<file path="src/crc_consts.svh">
/*
  Offsets, field positions, reset values and sizes of the CRC generator.
  Assumes it is included by bare name from the package and the modules.
*/
`ifndef CRC_CONSTS_SVH
`define CRC_CONSTS_SVH

// Register byte offsets on the APB
`define OFS_CTRL1       8'h00
`define OFS_CTRL2       8'h04
`define OFS_TERMS_HIGH  8'h08
`define OFS_TERMS_LOW   8'h0C
`define OFS_INPUT       8'h10
`define OFS_RESULT      8'h14
`define OFS_IRQ_STATUS  8'h18
`define OFS_IRQ_MASK    8'h1C

// Control 1 field positions
`define C1_ON           15
`define C1_CNT_HI       12
`define C1_CNT_LO       8
`define C1_FULL         7
`define C1_EMPTY        6
`define C1_ISEL         5
`define C1_GO           4
`define C1_LSB          3

// Control 2 field positions
`define C2_DW_HI        12
`define C2_DW_LO        8
`define C2_POLY_LEN_SEL_HI      4
`define C2_POLY_LEN_SEL_LO      0

// Sizes
`define POLY_MAX        32
`define FIFO_DEPTH      16
`define FIFO_CAP_LONG   5'h08
`define FIFO_CAP_SHORT  5'h10
`define POLY_LEN_SEL_SHORT_MAX  5'h07

// Reset values
`define RST_WORD        32'h00000000
`define RST_FIELD5      5'h00

`endif

</file>
<file path="src/crc_pkg.sv">
/*
  Types shared by the CRC generator and its word FIFO.
  Assumes crc_consts.svh is on the include path.
*/
`include "crc_consts.svh"

package crc_pkg;

  typedef enum logic [0:0] {
    ENG_IDLE  = 1'b0,
    ENG_SHIFT = 1'b1
  } eng_state_e;

  typedef struct packed {
    logic [`FIFO_DEPTH-1:0][31:0] mem;
    logic [3:0]                   wp;
    logic [3:0]                   rp;
    logic [4:0]                   cnt;
  } fifo_state_s;

  typedef struct packed {
    logic                         on;
    logic                         isel;
    logic                         go;
    logic                         lsb;
    logic [4:0]                   dw;
    logic [4:0]                   poly_len_sel;
    logic [31:1]                  terms;
    logic [31:0]                  crc;
    logic [31:0]                  word;
    logic [4:0]                   bitcnt;
    eng_state_e                   eng;
    logic                         status;
    logic                         mask;
    logic                         irq;
    logic                         pready;
    logic                         pslverr;
    logic [31:0]                  prdata;
  } crc_state_s;

endpackage : crc_pkg

</file>
<file path="src/crc_generator.sv">
/*
  Programmable CRC generator with APB register access, word FIFO,
  serial shift engine and one level interrupt.
  Assumes a single 100 MHz pclk, an APB master and crc_word_fifo.
*/
// Decided for this implementation: the APB register port and the address map.
// Summary of operation
// - The polynomial may be of any order up to 32, held in 31 term bits (1 to 31).
// - A five-bit length field sets the polynomial length, the top power minus one.
// - Each set term bit below order N puts an XOR tap at its engine bit; clear drops it.
// - The constant term always feeds back and has no storage bit.
// - The top term of order N is implied and has no storage bit.
// - Software picks LSB-first or MSB-first shifting of each word.
// - The data word width is set apart from the polynomial length.
// - Clearing the module enable resets engine, FIFO, data and result only.
// - Select 1 interrupts on FIFO empty, select 0 on shift complete.
// - The data width is the width field plus one.
// - The FIFO count reads back, capped at 8 for long and 16 for short.
`timescale 1ns/10ps
`default_nettype none
`include "crc_consts.svh"

module crc_generator
  import crc_pkg::*;
(
  // Clock and reset
  input  wire logic        pclk,
  input  wire logic        presetn,
  // APB slave
  input  wire logic        psel,
  input  wire logic        penable,
  input  wire logic        pwrite,
  input  wire logic [7:0]  paddr,
  input  wire logic [31:0] pwdata,
  output logic      [31:0] prdata,
  output logic             pready,
  output logic             pslverr,
  // Interrupt
  output logic             irq
);

  crc_state_s  st_r;
  crc_state_s  st_nxt;

  logic        acc;
  logic        wr_now;
  logic        rd_err;
  logic [31:0] rd_data;
  logic        push;
  logic        pop;
  logic [31:0] pop_data;
  logic [4:0]  fifo_cnt;
  logic        fifo_full;
  logic        fifo_empty;
  logic [31:0] taps;
  logic [31:0] len_mask;
  logic [31:0] shifted;
  logic        in_bit;
  logic        fb;
  logic        last_bit;
  logic        start;
  logic        empty_evt;
  logic        done_evt;

  crc_word_fifo u_fifo (
    .pclk      (pclk),
    .presetn   (presetn),
    .flush     (!st_r.on),
    .cap_short (st_r.poly_len_sel <= `POLY_LEN_SEL_SHORT_MAX),
    .push      (push),
    .push_data (pwdata),
    .pop       (pop),
    .pop_data  (pop_data),
    .count     (fifo_cnt),
    .full      (fifo_full),
    .empty     (fifo_empty)
  );

  // Feedback network, datapath only
  always_comb begin
    taps     = {st_r.terms, 1'b1};
    len_mask = 32'h00000000;
    shifted  = 32'h00000000;
    if (st_r.lsb) begin
      in_bit = st_r.word[st_r.bitcnt];
    end else begin
      in_bit = st_r.word[5'(st_r.dw - st_r.bitcnt)];
    end
    fb = in_bit ^ st_r.crc[st_r.poly_len_sel];
    for (int i = 0; i < `POLY_MAX; i++) begin
      len_mask[i] = (5'(i) <= st_r.poly_len_sel);
      if (i == 0) begin
        shifted[i] = fb;
      end else begin
        shifted[i] = st_r.crc[i-1] ^ (fb & taps[i]);
      end
    end
    shifted = shifted & len_mask;
  end

  // APB access decode
  always_comb begin
    acc     = psel & penable;
    wr_now  = acc & st_r.pready & pwrite;
    rd_err  = 1'b0;
    rd_data = 32'h00000000;
    unique case (paddr)
      `OFS_CTRL1: begin
        rd_data[`C1_ON]                 = st_r.on;
        rd_data[`C1_CNT_HI:`C1_CNT_LO]  = fifo_cnt;
        rd_data[`C1_FULL]               = fifo_full;
        rd_data[`C1_EMPTY]              = fifo_empty;
        rd_data[`C1_ISEL]               = st_r.isel;
        rd_data[`C1_GO]                 = st_r.go;
        rd_data[`C1_LSB]                = st_r.lsb;
      end
      `OFS_CTRL2: begin
        rd_data[`C2_DW_HI:`C2_DW_LO]     = st_r.dw;
        rd_data[`C2_POLY_LEN_SEL_HI:`C2_POLY_LEN_SEL_LO] = st_r.poly_len_sel;
      end
      `OFS_TERMS_HIGH: rd_data[15:0] = st_r.terms[31:16];
      `OFS_TERMS_LOW:  rd_data[15:1] = st_r.terms[15:1];
      `OFS_INPUT:      rd_data       = 32'h00000000;
      `OFS_RESULT:     rd_data       = st_r.crc;
      `OFS_IRQ_STATUS: rd_data[0]    = st_r.status;
      `OFS_IRQ_MASK:   rd_data[0]    = st_r.mask;
      default:         rd_err        = 1'b1;
    endcase
  end

  // Engine control and events
  always_comb begin
    last_bit  = (st_r.eng == ENG_SHIFT) && (st_r.bitcnt == st_r.dw);
    start     = st_r.on && st_r.go && !fifo_empty &&
                ((st_r.eng == ENG_IDLE) || last_bit);
    pop       = start;
    push      = wr_now && (paddr == `OFS_INPUT) && st_r.on &&
                !fifo_full;
    // Last word leaves the FIFO while it still has to be shifted
    empty_evt = pop && (fifo_cnt == 5'h01) && !push;
    done_evt  = last_bit && !start;
  end

  always_comb begin
    st_nxt = st_r;
    // Engine
    if (!st_r.on) begin
      st_nxt.crc    = `RST_WORD;
      st_nxt.word   = `RST_WORD;
      st_nxt.bitcnt = `RST_FIELD5;
      st_nxt.eng    = ENG_IDLE;
    end else begin
      if (st_r.eng == ENG_SHIFT) begin
        st_nxt.crc    = shifted;
        st_nxt.bitcnt = st_r.bitcnt + 5'h01;
      end
      if (start) begin
        st_nxt.word   = pop_data;
        st_nxt.bitcnt = `RST_FIELD5;
        st_nxt.eng    = ENG_SHIFT;
      end else if (last_bit) begin
        st_nxt.eng    = ENG_IDLE;
      end
    end
    // Register writes take effect at the completing edge
    if (wr_now) begin
      unique case (paddr)
        `OFS_CTRL1: begin
          st_nxt.on   = pwdata[`C1_ON];
          st_nxt.isel = pwdata[`C1_ISEL];
          st_nxt.go   = pwdata[`C1_GO];
          st_nxt.lsb  = pwdata[`C1_LSB];
        end
        `OFS_CTRL2: begin
          st_nxt.dw   = pwdata[`C2_DW_HI:`C2_DW_LO];
          st_nxt.poly_len_sel = pwdata[`C2_POLY_LEN_SEL_HI:`C2_POLY_LEN_SEL_LO];
        end
        `OFS_TERMS_HIGH: st_nxt.terms[31:16] = pwdata[15:0];
        `OFS_TERMS_LOW:  st_nxt.terms[15:1]  = pwdata[15:1];
        // Seed write; only live when enabled
        `OFS_RESULT: begin
          if (st_r.on) begin
            st_nxt.crc = pwdata & len_mask;
          end
        end
        `OFS_IRQ_STATUS: st_nxt.status = st_r.status & ~pwdata[0];
        `OFS_IRQ_MASK:   st_nxt.mask   = pwdata[0];
        default: begin
        end
      endcase
    end
    // Bits above a shortened length are dropped at once
    for (int i = 0; i < `POLY_MAX; i++) begin
      if (5'(i) > st_nxt.poly_len_sel) begin
        st_nxt.crc[i] = 1'b0;
      end
    end
    // Set beats a same-cycle clear
    if (st_r.isel ? empty_evt : done_evt) begin
      st_nxt.status = 1'b1;
    end
    st_nxt.irq = st_r.status & st_r.mask;
    // One wait state so read data comes from a flop
    if (acc && !st_r.pready) begin
      st_nxt.pready  = 1'b1;
      st_nxt.prdata  = rd_data;
      st_nxt.pslverr = rd_err;
    end else begin
      st_nxt.pready  = 1'b0;
      st_nxt.prdata  = 32'h00000000;
      st_nxt.pslverr = 1'b0;
    end
  end

  always_ff @(posedge pclk or negedge presetn) begin
    if (!presetn) begin
      st_r <= '0;
    end else begin
      st_r <= st_nxt;
    end
  end

  assign prdata  = st_r.prdata;
  assign pready  = st_r.pready;
  assign pslverr = st_r.pslverr;
  assign irq     = st_r.irq;
endmodule : crc_generator

`default_nettype wire

</file>
<file path="src/crc_word_fifo.sv">
/*
  Word FIFO in front of the CRC shift engine, flip-flop storage.
  Assumes the caller pushes only when not full and pops only when not
  empty; flush clears pointers and count but not the stored words.
*/
`timescale 1ns/10ps
`default_nettype none
`include "crc_consts.svh"

module crc_word_fifo
  import crc_pkg::*;
(
  // Clock and reset
  input  wire logic        pclk,
  input  wire logic        presetn,
  // Control
  input  wire logic        flush,
  input  wire logic        cap_short,
  // Write side
  input  wire logic        push,
  input  wire logic [31:0] push_data,
  // Read side
  input  wire logic        pop,
  output logic      [31:0] pop_data,
  // Status
  output logic      [4:0]  count,
  output logic             full,
  output logic             empty
);

  fifo_state_s st_r;
  fifo_state_s st_nxt;
  logic  [4:0] cap;

  always_comb begin
    st_nxt = st_r;
    cap    = cap_short ? `FIFO_CAP_SHORT : `FIFO_CAP_LONG;
    if (flush) begin
      st_nxt.wp  = 4'h0;
      st_nxt.rp  = 4'h0;
      st_nxt.cnt = 5'h00;
    end else begin
      if (push) begin
        st_nxt.mem[st_r.wp] = push_data;
        st_nxt.wp           = st_r.wp + 4'h1;
      end
      if (pop) begin
        st_nxt.rp = st_r.rp + 4'h1;
      end
      st_nxt.cnt = st_r.cnt + {4'h0, push} - {4'h0, pop};
    end
  end

  always_ff @(posedge pclk or negedge presetn) begin
    if (!presetn) begin
      st_r <= '0;
    end else begin
      st_r <= st_nxt;
    end
  end

  assign pop_data = st_r.mem[st_r.rp];
  assign count    = st_r.cnt;
  // Full is against the live capacity, so a shrink to at or below the count reads as full at once
  assign full     = (st_r.cnt >= cap);
  assign empty    = (st_r.cnt == 5'h00);

endmodule : crc_word_fifo

`default_nettype wire

</file>
<file path="config.mk">
export PLATFORM = sky130hd
export DESIGN_NAME = crc_generator
export DESIGN_NICKNAME = d
export VERILOG_FILES = /design/src/crc_pkg.sv /design/src/crc_generator.sv /design/src/crc_word_fifo.sv
export VERILOG_INCLUDE_DIRS = /design/src
export SDC_FILE = /design/constraint.sdc
export NUM_CORES = 1
export LEC_CHECK = 0
export ABC_AREA = 1
export BUFFER_PORTS_ARGS = -buffer_cell sky130_fd_sc_hd__buf_2
export CAP_MARGIN = 10
export CORE_ASPECT_RATIO = 0.75
export CORE_MARGIN = 1
export CORE_UTILIZATION = 55
export CTS_BUF_LIST = sky130_fd_sc_hd__clkbuf_16
export DETAILED_ROUTE_END_ITERATION = 8
export HOLD_SLACK_MARGIN = 0.06
export PLACE_DENSITY = 0.71
export SLEW_MARGIN = 20
export SYNTH_ARGS = -nofsm -noshare
export SYNTH_HDL_FRONTEND = slang
export SYNTH_SLANG_ARGS = --single-unit
</file>
<file path="constraint.sdc">
create_clock -name pclk -period 7.57 [get_ports pclk]
set_clock_uncertainty 0.05 [all_clocks]
set_input_delay 1.1355 -clock pclk [delete_from_list [all_inputs] [get_ports pclk]]
set_output_delay 1.1355 -clock pclk [all_outputs]
set_load 0.02 [all_outputs]
</file>
==> run summary, run 1 <==
The floorplan step set the die height to 214 µm. Detailed-route wire length per cell: 21.9 µm. Entering global routing, the biggest net connects 157 pins. Type of the setup path with the least slack: register to register.

The count of warnings emitted by yosys is 0. The run gives 0 as the count of instances resized after the clock tree is built. The tools report the launching element type of the critical path as a register.

The logs give 0 for the total overflow reported by the global router and 0 for the total count of hold-check failures in the final report. The netlist uses 51 different library cells. Yosys mapped a number of flops with a built-in enable equal to 0. STA puts the critical path data arrival time at 5.00 ns. The internal portion of the total power is 5.40 mW. STA classifies the critical path endpoint as a register.

The floorplan step defined a die boundary enclosing 61000 µm². The tools report the share of the yosys chip area belonging to registers as 0.513. The count of port buffers added during placement is 79.

The tools report the maximum level of the CTS H-tree as 3. The initialized floorplan defines 77 standard-cell rows. The clock period could shrink to 4.52 ns. Clock tree synthesis found a total of 677 sinks.

The cell that appears most often on the critical path is nand2_1. The highest metal layer used by the detailed router is met5. The via count of the first global-routing pass is 25474.

The run finished with clean final reports. The routed design uses 42800 µm of met2 wire. The cts-stage hold buffer count is 0, and the maximum frequency from static timing analysis is 221 MHz. The synthesized design contains 677 register bits. The fraction of post-synthesis cell area in the top cell type by area works out to 0.513. The tools report the max-cap check violation count as 0. The final period utilization was 0.597; the starting DRC count in detailed routing was 3818. Relative contribution of combinational cells to total power: 0.025.

The final cell count without fillers is 4670, and the overall fraction of global-route tracks in use is 0.335. A synthesized cell averages 8.29 µm². The number of setup buffers added after CTS is 0. Clock-pin slew was measured on the worst setup and hold paths at 0.07 ns.

The largest stage delay on the critical path was 0.88 ns. The number of placed instances, taps included, is 4546. For this design the static power due to leakage is 16.1 nW.

In this run the worst hold path is classified as register to register. The wire length on met1 is 45500 µm, and the switching power of the nets is 1.63 mW. The number of nets handed over by synthesis was 4047. The transition time of the tightest slew-check pin works out to 1.13 ns. The clock group share of total power is 0.460, and the worst hold-check slack is 0.421 ns.

The number of failing setup endpoints in the final timing report came out at 0. Sorting the synthesized cells by area gives the leading types as dfrtp_1, nand2_1, o21ai_1. In this run the power density over the cells is 201 nW/µm². For this block, the routed nets add up to 102000 µm of wire. The fraction of registers with async set/reset was 1.00.

The logs give 80 for the number of primary I/O pins and 7 for the number of search-and-repair iterations in the first detailed-routing pass. No sink is reached through more buffers than the 3 on the longest clock path. In this run the worst path has a maximum fanout of 30. The detailed-route vias per instance was 6.09.

The first-pass GRT wire length came out at 158000 µm. The logs give 0 for the number of pins exceeding their max-slew limit in the final report and 10700 µm for the length of routed met3 wiring. The most used flip-flop cell after synthesis is dfrtp_1. Final routed DRC violation total: 0. For this block, the via count after detailed routing is 28419. The layout cell share with drive strength beyond 1 is 0.0753. VDD sags by at most 216 µV.

In this run the cell area measured after placement is 32900 µm². The tightest slew margin relative to the limit is 0.247, and the number of antenna violations at the first check in global routing is 4. At the end of the flow, the number of nets in the layout was 3890. Starting utilization of the core area: 0.558.

The floorplan step defined a core boundary enclosing 59200 µm². In this run, CTS created clock tree buffers numbering 67. The tools report the share of power burned in registers as 0.515. The cell at the root of the clock tree was clkbuf_16.

At the later pin of the worst-skew pair, clock insertion delay measures 0.62 ns. Setup total negative slack on the finished layout was measured at 0 ns. The commonest cells after synthesis are nand2_1, dfrtp_1, o21ai_1, a21oi_1, o21ai_0.

Relative to the synthesized area, the layout overhead comes to 5.81%. Setup repair after global routing left no endpoint under its margin. The detail route stage leaves a number of antenna-violating nets equal to 0. The post-synthesis cell area came out at 33000 µm². The largest total area in the synthesized netlist belongs to dfrtp_1.

Horizontal extent of the die: 285 µm. The critical path goes through ha_1, inv_4, nor3_1, nand2_1, nand2_1, nand2_1, inv_2, ha_1, inv_1, ha_1, fa_1, nand2_1, a21oi_1, o21a_1, nor3_1. TritonCTS built the clock tree.

Among all stages on the critical path, the largest delay is contributed by dfrtp_1. Switching share of power: 0.232. Summing all non-filler instances in the final layout gives an area of 34900 µm². The most frequent cell after synthesis is nand2_1. The required time at the endpoint of the critical path is 8.05 ns, and the number of instances in the synthesized netlist is 3982. The HPWL after detailed placement is 59800 µm. The congestion estimate from routability-driven global placement came to 1.02.
## critical path, delay by kind of cell, from the launching register on
family / cells / cell delay [ns]
AO/OA/AOI/OAI: 2 / 0.24
adder cells (fa/ha/maj): 4 / 1.41
AND/OR/NAND/NOR: 6 / 1.00
flip-flops: 1 / 0.88
buffers and inverters: 3 / 0.84
## per-stage QoR
stage | setup WS [ns] | power (mW) | util
6_report | 3.05 | 7.03 | 0.591
5_1_grt | 2.62 | 7.22 | 0.590
4_1_cts | 3.11 | 7.06 | 0.590
3_5_place_dp | 3.14 | 3.87 | 0.556
3_3_place_gp | 3.26 | 3.87 | 0.556
2_1_floorplan | 4.38 | 3.74 | -
## flip-flops by register name (all words and copies together) (netlist names)
register / count
u_fifo.st_r: 520
irq: 1
pslverr: 1
u_fifo.count: 5
pready: 1
st_r: 117
prdata: 32
## cell families (layout without fill, tap and decap cells)
logic type      Yosys count  after routing  share of synthesized area
other cells               0              4                          0
flops                   677            677                      0.513
buf+inv                 523            417                     0.0781
simple gates           1593           1593                      0.200
compound gates         1162           1162                      0.199
fa+ha+maj                20             20                    0.00803
xor+xnor                  7              7                    0.00186
## placed cells by master, fill, tap and decap left out, types with 7 or more instances in the layout
cell type	netlist	final
o21ai_2	37	37
nor2_1	69	68
nand4_1	34	34
o211ai_1	17	17
o32ai_1	7	7
dfrtp_1	677	674
o31ai_1	10	10
o21ai_0	218	218
ha_1	18	18
clkinv_1	3	17
o22ai_1	9	9
buf_2	39	78
clkbuf_16	0	69
nand2_1	1228	1228
o311ai_0	20	19
clkinv_2	0	12
nand3_1	198	198
nor3_1	31	31
o21ai_1	367	366
buf_4	39	21
a221oi_1	39	39
nand2_4	12	13
a32o_1	12	12
a21oi_1	345	345
a22oi_1	64	64
inv_1	172	184
inv_2	16	17
## power by group through the flow
stage | Clock, mW | Combinational (mW) | Sequential [mW]
detailed placement | 0 | 0.181 | 3.69
floorplan | 0 | 0.0500 | 3.69
finish | 3.23 | 0.178 | 3.62
global route | 3.41 | 0.198 | 3.62
CTS | 3.26 | 0.181 | 3.62
global placement | 0 | 0.181 | 3.69
## area by class of cell
type                       count  area [µm²]
multi-input combinational   2782       13500
antenna                        4        10.0
fill                        5411       24200
sequential                   677       17000
tap                          790         988
clock inverter                51         334
clock buffer                  69        1730
timing repair buffer         104         643
inverter                     193         742
## worst paths after layout
| check | slack (ns) | cells past startpoint | end | startpoint |
|---|---|---|---|---|
| worst max-delay path | 3.05 | 15 | u_fifo.count[4]$_DFF_PN0_ | st_r[38]$_DFFE_PN0P_ |
| worst min-delay path | 0.42 | 2 | irq$_DFF_PN0_ | st_r[35]$_DFFE_PN0P_ |
| worst max register to register | 3.05 | 15 | u_fifo.count[4]$_DFF_PN0_ | st_r[38]$_DFFE_PN0P_ |
| worst min register to register | 0.42 | 2 | irq$_DFF_PN0_ | st_r[35]$_DFFE_PN0P_ |
| max in group asynchronous | 5.37 | 2 | u_fifo.st_r[75]$_DFFE_PN0P_ | presetn |
| min in group asynchronous | 0.52 | 1 | st_r[96]$_DFF_PN0_ | presetn |
## routing by layer
metal	vias to the layer above	global-route usage
met5	-	0
met4	4	0.116
met3	200	0.0810
met2	1390	0.459
met1	13768	0.515
li1	13057	-
Power figures use the tool's default switching activity.
==> run 2: changes to the inputs <==
--- a/config.mk
+++ b/config.mk
@@ -6,7 +6,7 @@
 export SDC_FILE = /design/constraint.sdc
 export NUM_CORES = 1
 export LEC_CHECK = 0
-export ABC_AREA = 1
+export ABC_AREA = 0
 export BUFFER_PORTS_ARGS = -buffer_cell sky130_fd_sc_hd__buf_2
 export CAP_MARGIN = 10
 export CORE_ASPECT_RATIO = 0.75
@@ -15,7 +15,7 @@
 export CTS_BUF_LIST = sky130_fd_sc_hd__clkbuf_16
 export DETAILED_ROUTE_END_ITERATION = 8
 export HOLD_SLACK_MARGIN = 0.06
-export PLACE_DENSITY = 0.71
+export PLACE_DENSITY = 0.72
 export SLEW_MARGIN = 20
 export SYNTH_ARGS = -nofsm -noshare
 export SYNTH_HDL_FRONTEND = slang
==> constraint.sdc (replaced) <==
create_clock -name pclk -period 4.5 [get_ports pclk]
set_clock_uncertainty 0.05 [all_clocks]
set_input_delay 0.675 -clock pclk [delete_from_list [all_inputs] [get_ports pclk]]
set_output_delay 0.675 -clock pclk [all_outputs]
set_load 0.02 [all_outputs]
==> run 2 against run 1 <==
  * Flip-flop and latch count unchanged
  * Cell count down 32%
  * Worst setup slack worse by 2.5 ns
  * Wire length down 15%
  * Maximum frequency up 14%
  * Sequential share of layout area down 1.5 points
  * Largest cell class unchanged
==> run summary, run 2 <==
The flow ran to the end, and the final reports show no timing, DRC or antenna violations. The final antenna-violating net count came out at 0. The number of antenna violations at the first check in global routing came out at 6. The most common cell in the synthesized netlist is dfrtp_1.

In this run, the number of DRC markers left after iteration 0 of detailed routing was 1999. After floorplanning, the core was sized to cover 57900 µm². Tightest slew margin relative to the limit: 0.275. In this run, post-CTS hold repair placed 0 buffers. The first-pass GRT wire length came out at 135000 µm. For the total overflow reported by the global router, the log shows 0. For this block, the routed nets add up to 87400 µm of wire. Static timing analysis puts the maximum clock frequency at 251 MHz. Commonest non-fill, non-tap cell in the layout: dfrtp_1. The tools report the number of failing setup endpoints in the final timing report as 0. The detailed-route wire length per cell was 27.3 µm. The tools report the maximum clock path buffer count as 3. Traced cell by cell, the critical path runs through inv_1, ha_1, inv_1, fa_1, mux4_1, mux2i_1, mux4_2, o211ai_1, buf_12, and2_1, nand4_1, a311oi_1. The via count of the first global-routing pass is 21460. The type of the setup path with the least slack was register to register. The Yosys step of the flow raised 0 warnings. In this run, synthesis inferred 0 flip-flops with an integrated enable. Entering global routing, the biggest net connects 115 pins. For the final routed database, the setup TNS stands at 0 ns. After synthesis the cells add up to 32500 µm². Counting every net in the synthesized netlist gives 2433. Counting distinct cell types in the post-synthesis netlist gives 69. For the number of fillers in the final layout, the log shows 4296. The tools report the share of the yosys chip area belonging to registers as 0.521. The total count of hold-check failures in the final report is 0, and the area overhead of the layout relative to synthesis is 10.9%.

Across the VDD grid, the largest voltage drop is 287 µV. For this design the ratio of total power to cell area is 348 nW/µm². The fraction of post-synthesis cell area in the top cell type by area was 0.521. The final period utilization came out at 0.884. For the pin with the worst max-slew slack, the measured transition is 1.08 ns. The count of port buffers added during placement is 79, and the worst path setup slack after routing is 0.522 ns. For the overall fraction of global-route tracks in use, the log shows 0.304. The setup check on the worst reg-to-reg path leaves a slack of 0.52 ns. The logs give 4.96 ns for the required time at the endpoint of the critical path and 17.0 nW for the standby leakage power. On the critical path the largest part of the delay comes from adder cells. TritonCTS built the clock tree. The number of buffers and inverters on the critical path is 3. Buffers inserted during clock tree synthesis total 67.

The run gives 0 as the number of diodes. The tools report the post-CTS setup buffer count as 0. The worst hold-check slack is 0.0767 ns, and the setup slack at placement is 0.584 ns. Averaged over all synthesized cells, the footprint is 13.7 µm². For the number of standard-cell rows in the floorplan, the log shows 76. Before antenna repair, the detailed router went through 6 iterations. The layout cell share with drive strength beyond 1 was 0.419. For this run, the leading register cell type out of synthesis is dfrtp_1.

The cell at the root of the clock tree is clkbuf_16. The maximum fanout along the worst path is 50. The largest single stage delay on the critical path is 0.82 ns. After detailed routing, the number of vias per cell comes to 6.52.

After clock tree synthesis, the clock-pin slew on the worst setup and hold paths is 0.06 ns. After technology mapping, the gate count stands at 2368. The die covers 60100 µm². The startpoint of the most critical register-to-register path is st_r[143]$_DFFE_PN0P_. STA puts the critical path data arrival time at 4.44 ns.

The die height was 212 µm; the placer congestion estimate was 0.950. The run gives 3 as the maximum level of the CTS H-tree. The worst setup path startpoint is st_r[143]$_DFFE_PN0P_. The class of the tightest hold or removal check was input port to asynchronous set/reset pin. Overall power consumption after layout is estimated at 12.5 mW.

STA classifies the critical path startpoint as a register. Measured along the x axis, the die boundary spans 283 µm. The tools report the number of primary I/O pins as 80. The largest total area in the synthesized netlist belongs to dfrtp_1. STA classifies the critical path endpoint as a register. Max-cap violations in this run came to 0. The starting utilization of the core area came out at 0.561. The smallest clock period supported by the final layout is computed as 3.98 ns.

By instance count, the cell type seen most on the critical path is inv_1. The run gives 0.63 ns as the clock latency reported for the late side of the worst-skew pair. Setup repair after global routing left no endpoint under its margin. Leaving out fill and tap cells, the most frequent cells in the layout are dfrtp_1, mux2_2, mux4_2.

Synthesis inferred 677 register bits. Across all layers, the routed design uses 20864 vias. Once detailed placement completed, the half-perimeter wirelength came to 56000 µm. Counting flops per register, the top entry is u_fifo.st_r. The number of flip-flops in the largest register is 520. The slowest stage of the critical path belongs to the cell fa_1. The net count of the finished layout is 2434. The clock drives 677 sinks.

The fraction of registers with async set/reset was 1.00. After clock tree synthesis, the repair step resized 0 gates. The run gives 0 as the number of pins exceeding their max-slew limit in the final report. The tools report the final routed DRC violation total as 0. In the synthesized netlist, the cells that appear most often are dfrtp_1, mux2_2, mux4_2, clkbuf_1, nand2_1. Ranked by total cell area, the synthesized netlist is headed by dfrtp_1, mux2_2, mux4_2.
==> run 2: cell count changes after synthesis, moves of 131 or more <==
cell and change:
nand2_1 -1069, mux2_2 +551, o21ai_1 -366, a21oi_1 -306, o21ai_0 -194, mux4_2 +179
inv_1 -139, nand3_1 -131
==> run 2: power breakdown <==
group / internal (mW) / switching [mW]
clock network: 3.03 / 2.42
logic: 0.293 / 0.538
registers: 6.15 / 0.106
total: 9.47 / 3.06
==> run 2: worst paths after layout <==
path	to	cells after the start
hold / removal	st_r[95]$_DFF_PN0_	1
setup / recovery	st_r[103]$_DFF_PN0_	12
max in group asynchronous	u_fifo.st_r[68]$_DFFE_PN0P_	2
hold reg to reg	u_fifo.st_r[521]$_DFFE_PN0P_	1
min in group pclk	prdata[0]$_DFF_PN0_	4
setup reg to reg	st_r[103]$_DFF_PN0_	12
==> run 2: kinds of logic after synthesis <==
group,after synthesis,synth area share
flip-flops,677,0.521
AND/OR/NAND/NOR,437,0.0649
AO/OA/AOI/OAI,202,0.0425
XOR/XNOR,16,0.00489
multiplexers,749,0.322
adder cells (fa/ha/maj),20,0.00816
buffers and inverters,267,0.0357
==> run 2: area by class of cell <==
class                           count  area (µm²)  share of cell area
Timing Repair Buffer              163        1360              0.0378
Tap cell                          780         976              0.0271
Clock inverter                     49         370              0.0103
Clock buffer                       69        1730              0.0479
Multi-Input combinational cell   1424       14500               0.403
Inverter                           36         135             0.00375
Sequential cell                   677       17000               0.471
==> run 2: per-layer routing <==
metal / vias up / share of wire / GRT usage
li1: 8726 / - / -
met2: 871 / 0.45 / 0.454
met5: - / 0.00026 / 0
met3: 176 / 0.081 / 0.0643
met4: 4 / 0.025 / 0.0783
met1: 11087 / 0.44 / 0.455
==> run 2: worst reg2reg max path, cell delays in order (launching register included) <==
cell      delay, ns
dfrtp_1        0.38
inv_1          0.08
ha_1           0.16
inv_1          0.05
fa_1           0.82
mux4_1         0.35
mux2i_1        0.08
mux4_2         0.50
o211ai_1       0.27
buf_12         0.28
and2_1         0.44
nand4_1        0.15
a311oi_1       0.27
==> run 2: per-stage QoR <==
step / cell area (µm²) / instances / utilization
5_1_grt: 36000 / 3198 / 0.622
3_5_place_dp: 33900 / 3080 / 0.586
3_3_place_gp: 33900 / 3080 / 0.586
4_1_cts: 36000 / 3198 / 0.622
2_1_floorplan: 32500 / 2368 / -
6_report: 36000 / 3198 / 0.622
